### src/hdl/ebad_defs.svh
// Purpose: Shared constants of the EPROM board address decoder
// Assumes: Included by its bare name
// Notes: Positions refer to bits of the multiplexed address byte
`ifndef EBAD_DEFS_SVH
`define EBAD_DEFS_SVH

`define EBAD_ADDR_W 8
`define EBAD_NIB_W 4
`define EBAD_BLK_MSB 7
`define EBAD_BLK_LSB 4
`define EBAD_SEL_MSB 3
`define EBAD_SEL_LSB 0
`define EBAD_COL_MSB 1
`define EBAD_COL_LSB 0
`define EBAD_ROW_MSB 3
`define EBAD_ROW_LSB 2
`define EBAD_BOOT_BIT 3
`define EBAD_BYTE_RST 8'h00
`define EBAD_NIB_RST 4'h0
`define EBAD_COL_RST 4'h0
`define EBAD_ROW_N_RST 4'hf

`endif

### src/hdl/ebad_pkg.sv
// Purpose: Types of the EPROM board address decoder
// Assumes: Nothing imported; users write ebad_pkg::name
// Notes: Mode follows the mode switch and the access kind
package ebad_pkg;

  typedef enum logic [1:0] {
    ebad_mode_read = 2'b00,
    ebad_mode_verify = 2'b01,
    ebad_mode_program = 2'b10
  } ebad_mode_t;

  typedef logic [3:0] ebad_nib_t;

endpackage

### src/hdl/ebad_sel_if.sv
// Purpose: Carrier between address capture and socket decoder
// Assumes: One instance inside the top module
// Notes: Row enables are active low
`timescale 1ns/1ps
interface ebad_sel_if;
  ebad_pkg::ebad_nib_t nib;
  logic en;
  logic [3:0] col;
  logic [3:0] row_n;
  modport cap (output nib, output en, input col, input row_n);
  modport dec (input nib, input en, output col, output row_n);
endinterface

### src/hdl/ebad_top.sv
// Purpose: Address latch, board match and socket select of EPROM board
// Assumes: All bus pins asynchronous to i_clock, two-stage synchronised
// Notes: Programming sequencer timing lives outside this block
//
// Behaviour
// - Board answers one switch-chosen 4 KiB block
// - Each socket owns a fixed 256-byte slice
// - Whole window claimed whatever sockets populated
// - Low address passes on read, held on write
// - Low high-byte nibble captured at strobe fall
// - Two captured bits give one-hot column select
// - Next two bits give one-hot row enable
// - Modes: read, erase verify, program
// - Upper nibble captured, compared against switch
// - Data drivers enabled only during read command
// - Boot force makes top address bit one
// - Read mode never programs on writes, reads normal
`timescale 1ns/1ps
`include "ebad_defs.svh"
module ebad_top #(
  parameter int ADDR_W = `EBAD_ADDR_W
) (
  input wire logic i_clock,
  input wire logic i_reset,
  input wire logic [7:0] i_mux_addr,
  input wire logic i_address_strobe_pulse,
  input wire logic i_second_timing_pulse,
  input wire logic i_mem_read_cmd_n,
  input wire logic i_mem_write_cmd_n,
  input wire logic i_boot_high_force,
  input wire logic [3:0] i_board_switch,
  input wire logic i_mode_prog_switch,
  input wire logic [7:0] i_socket_data,
  input wire logic [7:0] i_data,
  output logic [7:0] o_data,
  output logic o_data_oe,
  output logic [7:0] o_socket_addr,
  output logic [3:0] o_column_select,
  output logic [3:0] o_row_enable_n,
  output logic o_board_enable,
  output logic o_erase_verify,
  output logic o_prog_active,
  output logic o_prog_strobe,
  output logic [7:0] o_prog_data
);

  if (ADDR_W != 8) begin : g_width_check
    $error("ebad_top serves an 8-bit multiplexed address only");
  end

  localparam int IN_W = 34;

  logic [IN_W-1:0] raw_in;
  logic [IN_W-1:0] meta_ff;
  logic [IN_W-1:0] sync_ff;
  logic strobe_d_ff;
  logic tpb_d_ff;
  logic [3:0] nib_ff;
  logic [3:0] blk_ff;
  logic match_ff;
  logic [7:0] lo_ff;
  logic [7:0] data_ff;
  logic prog_strobe_ff;
  logic [7:0] prog_data_ff;
  ebad_pkg::ebad_mode_t mode_ff;
  ebad_pkg::ebad_mode_t nxt_mode;

  // Commands inverted before sync so reset leaves them idle
  assign raw_in = {i_mux_addr, i_address_strobe_pulse,
                   i_second_timing_pulse, ~i_mem_read_cmd_n,
                   ~i_mem_write_cmd_n, i_boot_high_force, i_board_switch,
                   i_mode_prog_switch, i_socket_data, i_data};

  always_ff @(posedge i_clock) begin
    if (i_reset) begin
      meta_ff <= '0;
      sync_ff <= '0;
    end else begin
      meta_ff <= raw_in;
      sync_ff <= meta_ff;
    end
  end

  wire [7:0] addr_s = sync_ff[33:26];
  wire strobe_s = sync_ff[25];
  wire tpb_s = sync_ff[24];
  wire rd_s = sync_ff[23];
  wire wr_s = sync_ff[22];
  wire boot_s = sync_ff[21];
  wire [3:0] switch_s = sync_ff[20:17];
  wire prog_sw_s = sync_ff[16];
  wire [7:0] sock_data_s = sync_ff[15:8];
  wire [7:0] bus_data_s = sync_ff[7:0];

  // Capture point is the trailing edge of the strobe
  wire strobe_fall = strobe_d_ff & ~strobe_s;
  wire tpb_rise = tpb_s & ~tpb_d_ff;
  wire access_s = rd_s | wr_s;

  // Upper nibble of the high byte, top bit forced by boot input
  wire [3:0] blk_in = addr_s[`EBAD_BLK_MSB:`EBAD_BLK_LSB];
  wire [3:0] nxt_blk = strobe_fall ?
    (blk_in | {boot_s, 3'h0}) : blk_ff;
  wire [3:0] nxt_nib = strobe_fall ?
    addr_s[`EBAD_SEL_MSB:`EBAD_SEL_LSB] : nib_ff;
  // Match on the full block, all sixteen slices claimed
  wire nxt_match = (nxt_blk == switch_s);
  // Low byte flows on read, frozen for the whole write
  wire [7:0] nxt_lo = wr_s ? lo_ff : addr_s;
  wire prog_hit = (mode_ff == ebad_pkg::ebad_mode_program) & prog_sw_s
                  & match_ff & wr_s & tpb_rise;
  wire [7:0] nxt_prog_data = prog_hit ? bus_data_s : prog_data_ff;

  always_ff @(posedge i_clock) begin
    if (i_reset) begin
      strobe_d_ff <= 1'b0;
      tpb_d_ff <= 1'b0;
      nib_ff <= `EBAD_NIB_RST;
      blk_ff <= `EBAD_NIB_RST;
      match_ff <= 1'b0;
      lo_ff <= `EBAD_BYTE_RST;
    end else begin
      strobe_d_ff <= strobe_s;
      tpb_d_ff <= tpb_s;
      nib_ff <= nxt_nib;
      blk_ff <= nxt_blk;
      match_ff <= nxt_match;
      lo_ff <= nxt_lo;
    end
  end

  always_ff @(posedge i_clock) begin
    if (i_reset) begin
      data_ff <= `EBAD_BYTE_RST;
      prog_strobe_ff <= 1'b0;
      prog_data_ff <= `EBAD_BYTE_RST;
      mode_ff <= ebad_pkg::ebad_mode_read;
    end else begin
      data_ff <= sock_data_s;
      prog_strobe_ff <= prog_hit;
      prog_data_ff <= nxt_prog_data;
      mode_ff <= nxt_mode;
    end
  end

  // Switch in read position always wins; otherwise read goes to verify, then matched access kind decides
  always_comb begin
    nxt_mode = mode_ff;
    case (mode_ff)
      ebad_pkg::ebad_mode_read: begin
        if (prog_sw_s) begin
          nxt_mode = ebad_pkg::ebad_mode_verify;
        end
      end
      ebad_pkg::ebad_mode_verify: begin
        if (!prog_sw_s) begin
          nxt_mode = ebad_pkg::ebad_mode_read;
        end else if (match_ff & wr_s) begin
          nxt_mode = ebad_pkg::ebad_mode_program;
        end
      end
      ebad_pkg::ebad_mode_program: begin
        if (!prog_sw_s) begin
          nxt_mode = ebad_pkg::ebad_mode_read;
        end else if (match_ff & rd_s) begin
          nxt_mode = ebad_pkg::ebad_mode_verify;
        end
      end
      default: begin
        nxt_mode = ebad_pkg::ebad_mode_read;
      end
    endcase
  end

  ebad_sel_if sel ();

  assign sel.nib = nib_ff;
  assign sel.en = match_ff & access_s;

  ebad_decode u_decode (
    .i_clock(i_clock),
    .i_reset(i_reset),
    .sel(sel)
  );

  assign o_data = data_ff;
  assign o_data_oe = match_ff & rd_s;
  assign o_socket_addr = lo_ff;
  assign o_column_select = sel.col;
  assign o_row_enable_n = sel.row_n;
  assign o_board_enable = match_ff;
  assign o_erase_verify = (mode_ff == ebad_pkg::ebad_mode_verify);
  assign o_prog_active = (mode_ff == ebad_pkg::ebad_mode_program);
  assign o_prog_strobe = prog_strobe_ff;
  assign o_prog_data = prog_data_ff;
endmodule

### src/hdl/ebad_decode.sv
// Purpose: Socket matrix decode into column selects and row enables
// Assumes: Nibble and enable come from the same clock domain
// Notes: Outputs are registered, all idle while not enabled
`timescale 1ns/1ps
`include "ebad_defs.svh"
module ebad_decode (
  input wire logic i_clock,
  input wire logic i_reset,
  ebad_sel_if.dec sel
);

  function automatic logic [3:0] ebad_dec2(input logic [1:0] code);
    ebad_dec2 = 4'h1 << code;
  endfunction

  logic [3:0] col_ff;
  logic [3:0] row_n_ff;
  logic [3:0] nxt_col;
  logic [3:0] nxt_row_n;

  // One column and one row per code, only while enabled
  assign nxt_col = sel.en ?
    ebad_dec2(sel.nib[`EBAD_COL_MSB:`EBAD_COL_LSB]) : `EBAD_COL_RST;
  assign nxt_row_n = sel.en ?
    ~ebad_dec2(sel.nib[`EBAD_ROW_MSB:`EBAD_ROW_LSB]) : `EBAD_ROW_N_RST;

  always_ff @(posedge i_clock) begin
    if (i_reset) begin
      col_ff <= `EBAD_COL_RST;
      row_n_ff <= `EBAD_ROW_N_RST;
    end else begin
      col_ff <= nxt_col;
      row_n_ff <= nxt_row_n;
    end
  end

  assign sel.col = col_ff;
  assign sel.row_n = row_n_ff;
endmodule

### config.mk
export PLATFORM = sky130hd
export DESIGN_NAME = ebad_top
export DESIGN_NICKNAME = d
export VERILOG_FILES = /design/src/hdl/ebad_pkg.sv /design/src/hdl/ebad_sel_if.sv /design/src/hdl/ebad_top.sv /design/src/hdl/ebad_decode.sv
export VERILOG_INCLUDE_DIRS = /design/src /design/src/hdl
export SDC_FILE = /design/constraint.sdc
export NUM_CORES = 1
export LEC_CHECK = 0
export BUFFER_PORTS_ARGS = -buffer_cell sky130_fd_sc_hd__buf_2
export CORE_ASPECT_RATIO = 0.5
export CORE_UTILIZATION = 39
export DETAILED_ROUTE_END_ITERATION = 16
export SLEW_MARGIN = 25
export SYNTH_ARGS = -nofsm -noshare
export SYNTH_HDL_FRONTEND = slang
export SYNTH_SLANG_ARGS = --single-unit
### constraint.sdc
create_clock -name i_clock -period 1.44 [get_ports i_clock]
set_input_delay 0.36 -clock i_clock [delete_from_list [all_inputs] [get_ports i_clock]]
set_output_delay 0.36 -clock i_clock [all_outputs]
set_load 0.01 [all_outputs]
# After elaboration in Yosys (flattened, before gate mapping)
# Index checks and enable logic that the tools add are counted.
# classes
mux,7
n_reduce_logical,3
bitwise_logic,17
eq_ne,6
shifts,2
# op_table
cell,n
2-bit 2-to-1 mux,5
1-bit AND,9
1-bit by 2-bit left shift with 4-bit output (first input constant),2
2-bit case mux with 3 select lines,1
1-bit NOT,5
4-bit == test,1
4-bit 2-to-1 mux,1
4-bit NOT,1
4-bit OR,1
3-bit by 2-bit != test with 1-bit output (second input constant),1
3-bit != test (second input constant),1
3-bit AND reduction,1
2-bit by 1-bit == test with 1-bit output (second input constant),1
2-bit == test (second input constant),1
2-bit zero test,1
2-bit != test (second input constant),1
2-bit OR reduction,1
1-bit OR,1
# word_totals
output_inout_bits,37
ff_bits,114

# Longest topological paths before layout
# depth
word_depth,5
ltp_mapped,5
ltp_nobuf,4

# Hierarchy
# Synthesis repeated with hierarchy kept, for this count alone.
# hier_totals
cells_unflattened,286
area_unflattened_um2,3439.5
# modules_own_cells
module,seq_area_each_um2,area_each_um2,instances,cells_per_inst
ebad_top,2122.0,3191.8,1,270
ebad_decode,160.2,247.7,1,16

# Least setup slack after synthesis
# No wires, ideal clock.
# synth_path
path_kind,reg-to-reg
start,reg mode_ff[1]
end,"reg prog_data_ff[7], in the netlist o_prog_data[7]"
setup_ns,0.128
path_buffers,1
synth_period_minus_slack_ns,1.330
path_stages_with_launch,6
setup_slack_ns,0.110
required_time_ns,1.312
arrival_ns,1.202
path_cell_list,dfxtp_1 -> nor2b_1 -> and3_1 -> buf_4 -> mux2i_1 -> nor2_1
# synth_via
elab_chain_len,5
# synth_lines
element,line,text
"start, declared",ebad_top.sv:65,ebad_pkg::ebad_mode_t mode_ff;
"start signal, assigned",ebad_top.sv:137,mode_ff <= ebad_pkg::ebad_mode_read;
"start signal, assigned",ebad_top.sv:142,mode_ff <= nxt_mode;
2-bit == test,--,
net o_prog_active,ebad_top.sv:42,"output logic o_prog_active,"
1-bit AND,ebad_top.sv:110,wire prog_hit = (mode_ff == ebad_pkg::ebad_mode_program) & prog_sw_s
1-bit AND (3 in a row),ebad_top.sv:111,& match_ff & wr_s & tpb_rise;
"end signal, assigned",ebad_top.sv:136,prog_data_ff <= `EBAD_BYTE_RST;
"end signal, assigned",ebad_top.sv:141,prog_data_ff <= nxt_prog_data;
"end, declared",ebad_top.sv:64,logic [7:0] prog_data_ff;
# The timed path passes the listed nets, and every way through them passes these cells.
# A chain may end at the register's enable or synchronous reset.

# Worst setup path in the final report
# layout_path
start,"reg match_ff, in the netlist o_board_enable"
end,out o_data_oe
# layout_via
elab_chain_len,1
# layout_lines
element,line,text
"start, declared",ebad_top.sv:60,logic match_ff;
"start signal, assigned",ebad_top.sv:127,match_ff <= nxt_match;
1-bit AND,ebad_top.sv:187,assign o_data_oe = match_ff & rd_s;
"end, declared",ebad_top.sv:36,"output logic o_data_oe,"
# No other way between the ends.

==> flow_metrics.py <==
metrics = {
    "synth": {
        "synth_area_leaders": "dfxtp_1 (67%), nor2b_1 (15%), mux2i_1 (7.1%)",
        "synthCells": 289,
        "synth_area_leader_cell": "dfxtp_1",
        "synth_nets": 325,
        "mappedNetlistArea_um2": 3400,
        "ys_seq_area_frac": 0.672,
        "synthFlopType": "dfxtp_1",
        "ys_types": 27,
        "post_synth.cell_area_avg_um2": 11.8,
        "synth_most_common_cell": "dfxtp_1",
        "synth_common_cells": "dfxtp_1 (114), nor2b_1 (79), nor2_1 (29)",
        "synth_edf_count": 0,
        "synth_top_area_frac": 0.672,
        "yosysWarnings": 0,
        "synthArstFlopShare": 0,
        "synth_seq_cells": 114,
    },
    "setup_path": {
        "r2r_start": "sync_ff[25]",
        "r2r_slack_ns": 0.15,
        "startpoint": "o_board_enable",
        "path_class": "register to output pin",
        "r2r-end": "o_board_enable",
        "path_max_fanout": 4,
        "crit_path_end_kind": "output pin",
        "reg2regPathDepth": 4,
        "cp.required_ns": 1.08,
        "critPathArrivalTime_ns": 1.04,
        "critPathLaunchType": "register",
        "crit_path_end": "o_data_oe",
    },
    "min_path": {
        "hp-start": "i_mem_read_cmd_n",
        "hold_path_class": "input port to register",
    },
    "clocking": {
        "clkTransAtPathRegs_ns": 0.05,
        "tritoncts": "done",
        "cts.htree.levels": 4,
        "cts_buffer_depth": 2,
        "clock_latency_ns": 0.40,
        "cts_root_buf": "clkbuf_16",
        "cts-buffers-inserted": 17,
        "clock_sinks": 114,
    },
    "power_and_ir_drop": {
        "p_total_mw": 7.25,
        "pwr-share-seq": 0.456,
        "pwr-share-clk": 0.510,
        "netSwitchingPower_mw": 1.49,
        "power_density_nw_per_um2": 1620,
        "ir_drop_mv": 0.826,
        "internal_power_mw": 5.76,
        "combPwrFrac": 0.035,
        "leakage_nw": 2.02,
        "p_sw_frac": 0.206,
    },
    "global_routing": {
        "grt_pass1_vias": 1796,
        "grt_pass1_wl_um": 8180,
        "gr-total-overflow": 0,
        "grt_usage": 0.127,
        "antenna_found_initial": 0,
        "grt_max_degree": 86,
    },
    "floorplanning": {
        "initial_core_util": 0.413,
        "dieArea_um2": 9110,
        "core_area_um2": 8230,
        "die_y_um": 68.0,
        "dieWidth_um": 134,
        "fp-row-count": 23,
        "io_pins": 73,
    },
    "run": {
        "max-cap-violations": 0,
    },
    "sta": {
        "final.min_clock_period_ns": 1.40,
        "maxSlewHeadroom": 0.764,
        "finClkSkew_ns": 0.00511,
        "max_freq_mhz": 715,
        "slew_viol_final": 0,
        "worst_slack_ns": 0.0404,
        "setup_viol": 0,
        "worst_slew_pin_slew_ns": 0.354,
        "finalCritPeriodShare": 0.972,
        "rsz0062_at_grt": "yes",
        "hold_viol": 0,
    },
    "layout": {
        "area_delta_synth_final_pct": 31.8,
        "layout-drive-gt1-share": 0.311,
        "fill_cells": 732,
        "design_area_um2": 4480,
        "diodes": 0,
        "nets": 409,
    },
    "place": {
        "port_buffers": 72,
        "place.gp.congestion": 0.699,
        "dp_hpwl_um": 3510,
        "place_area_um2": 3880,
        "post-place-ws_ns": 0.119,
    },
    "route": {
        "drcViolationCount": 0,
        "via_per_inst": 4.14,
        "drt_iter0_markers": 92,
        "wl_per_cell_um": 10.9,
        "dr.pass1.iters": 4,
        "num_vias": 2061,
        "final_antenna_net_count": 0,
        "drt_wl_total_um": 5420,
    },
    "outcome": {
        "status": "complete, no violations",
    },
}
[logic make-up (layout without fill, tap and decap cells)]
logic type / count (synthesis) / in the layout / share of synthesized area
multiplexers: 25 / 25 / 0.0748
flip-flops: 114 / 114 / 0.672
AO/OA/AOI/OAI: 4 / 4 / 0.00921
buffers and inverters: 17 / 114 / 0.0225
AND/OR/NAND/NOR: 126 / 126 / 0.214
XOR/XNOR: 3 / 3 / 0.00774
[registers in the layout (all words and copies together), names as in the netlist, 4 cells and up]
| signal | flops |
|---|---|
| o_prog_data | 8 |
| u_decode.sel.row_n | 4 |
| o_data | 8 |
| o_socket_addr | 8 |
| sync_ff | 34 |
| meta_ff | 34 |
| u_decode.sel.col | 4 |
| nib_ff | 4 |
| blk_ff | 4 |
[layer usage]
layer | track usage | vias up | routed length, um | share of wire
li1 | - | 1082 | - | -
met1 | 0.141 | 925 | 2580 | 0.48
met2 | 0.186 | 47 | 2390 | 0.44
met3 | 0.0778 | 7 | 376 | 0.069
met4 | 0.0810 | 0 | 79 | 0.015
met5 | 0 | - | 0 | 0
[power by group through the flow]
stage / combinational, mW / sequential (mW) / clock [mW]
after floorplan: 0.140 / 3.37 / 0
after global placement: 0.241 / 3.36 / 0
after detailed placement: 0.246 / 3.37 / 0
after CTS: 0.252 / 3.30 / 3.79
after global routing: 0.279 / 3.31 / 3.96
final: 0.252 / 3.30 / 3.70
[final cells by class]
cell class	count	area [um^2]	area share
Sequential cell	114	2290	0.510
Multi-Input combinational cell	158	1050	0.235
Clock buffer	22	484	0.108
Timing Repair Buffer	79	444	0.0992
Tap cell	112	140	0.0313
Clock inverter	10	58.8	0.0131
Inverter	3	11.3	0.00251
[per-stage QoR]
stage | utilization | std cells | hold slack, ns | setup TNS, ns
after detailed placement | 0.472 | 464 | 0.421 | 0
after CTS | 0.542 | 496 | 0.0914 | 0
after floorplan | - | 289 | 0.388 | 0
after global routing | 0.544 | 498 | 0.0945 | -0.00591
final | 0.544 | 498 | 0.105 | 0
after global placement | 0.472 | 464 | 0.418 | 0
[worst min path at each step]
stage / endpoint / slack, ns / cells after the start
finish: meta_ff[23] / 0.10 / 2
global route: meta_ff[22] / 0.09 / 2
CTS: meta_ff[22] / 0.09 / 2
detailed placement: o_data[3] / 0.42 / 1
global placement: sync_ff[8] / 0.42 / 1
floorplan: u_decode.sel.row_n[1] / 0.39 / 1
[what timing repair did]
| item | CTS | global route |
|---|---|---|
| hold buffers | 0 | 0 |
| setup endpoints to repair | 2 | 2 |
| setup buffers | 0 | 2 |
| gates resized for setup | 10 | 1 |
[cells in the final DEF, fill, tap and decap left out, types with 2 or more instances in the layout]
cell type | Yosys | final
dfxtp_1 | 114 | 111
nor2b_1 | 79 | 78
buf_2 | 1 | 69
nor2_1 | 29 | 29
mux2i_1 | 24 | 24
clkbuf_16 | 0 | 17
clkinv_2 | 0 | 7
buf_4 | 1 | 6
and3_1 | 4 | 4
clkbuf_8 | 0 | 4
xnor2_1 | 3 | 3
dfxtp_2 | 0 | 3
buf_6 | 1 | 3
inv_1 | 3 | 2
nand2_1 | 3 | 2
nor3b_1 | 2 | 2
clkinvlp_4 | 0 | 2
[worst max-delay path, stage by stage, from the launching register on]
cell     delay [ns]
dfxtp_2        0.32
buf_6          0.12
nand2_4        0.05
inv_2          0.03
buf_6          0.11
Note: power is estimated with default switching activity, not from simulation.
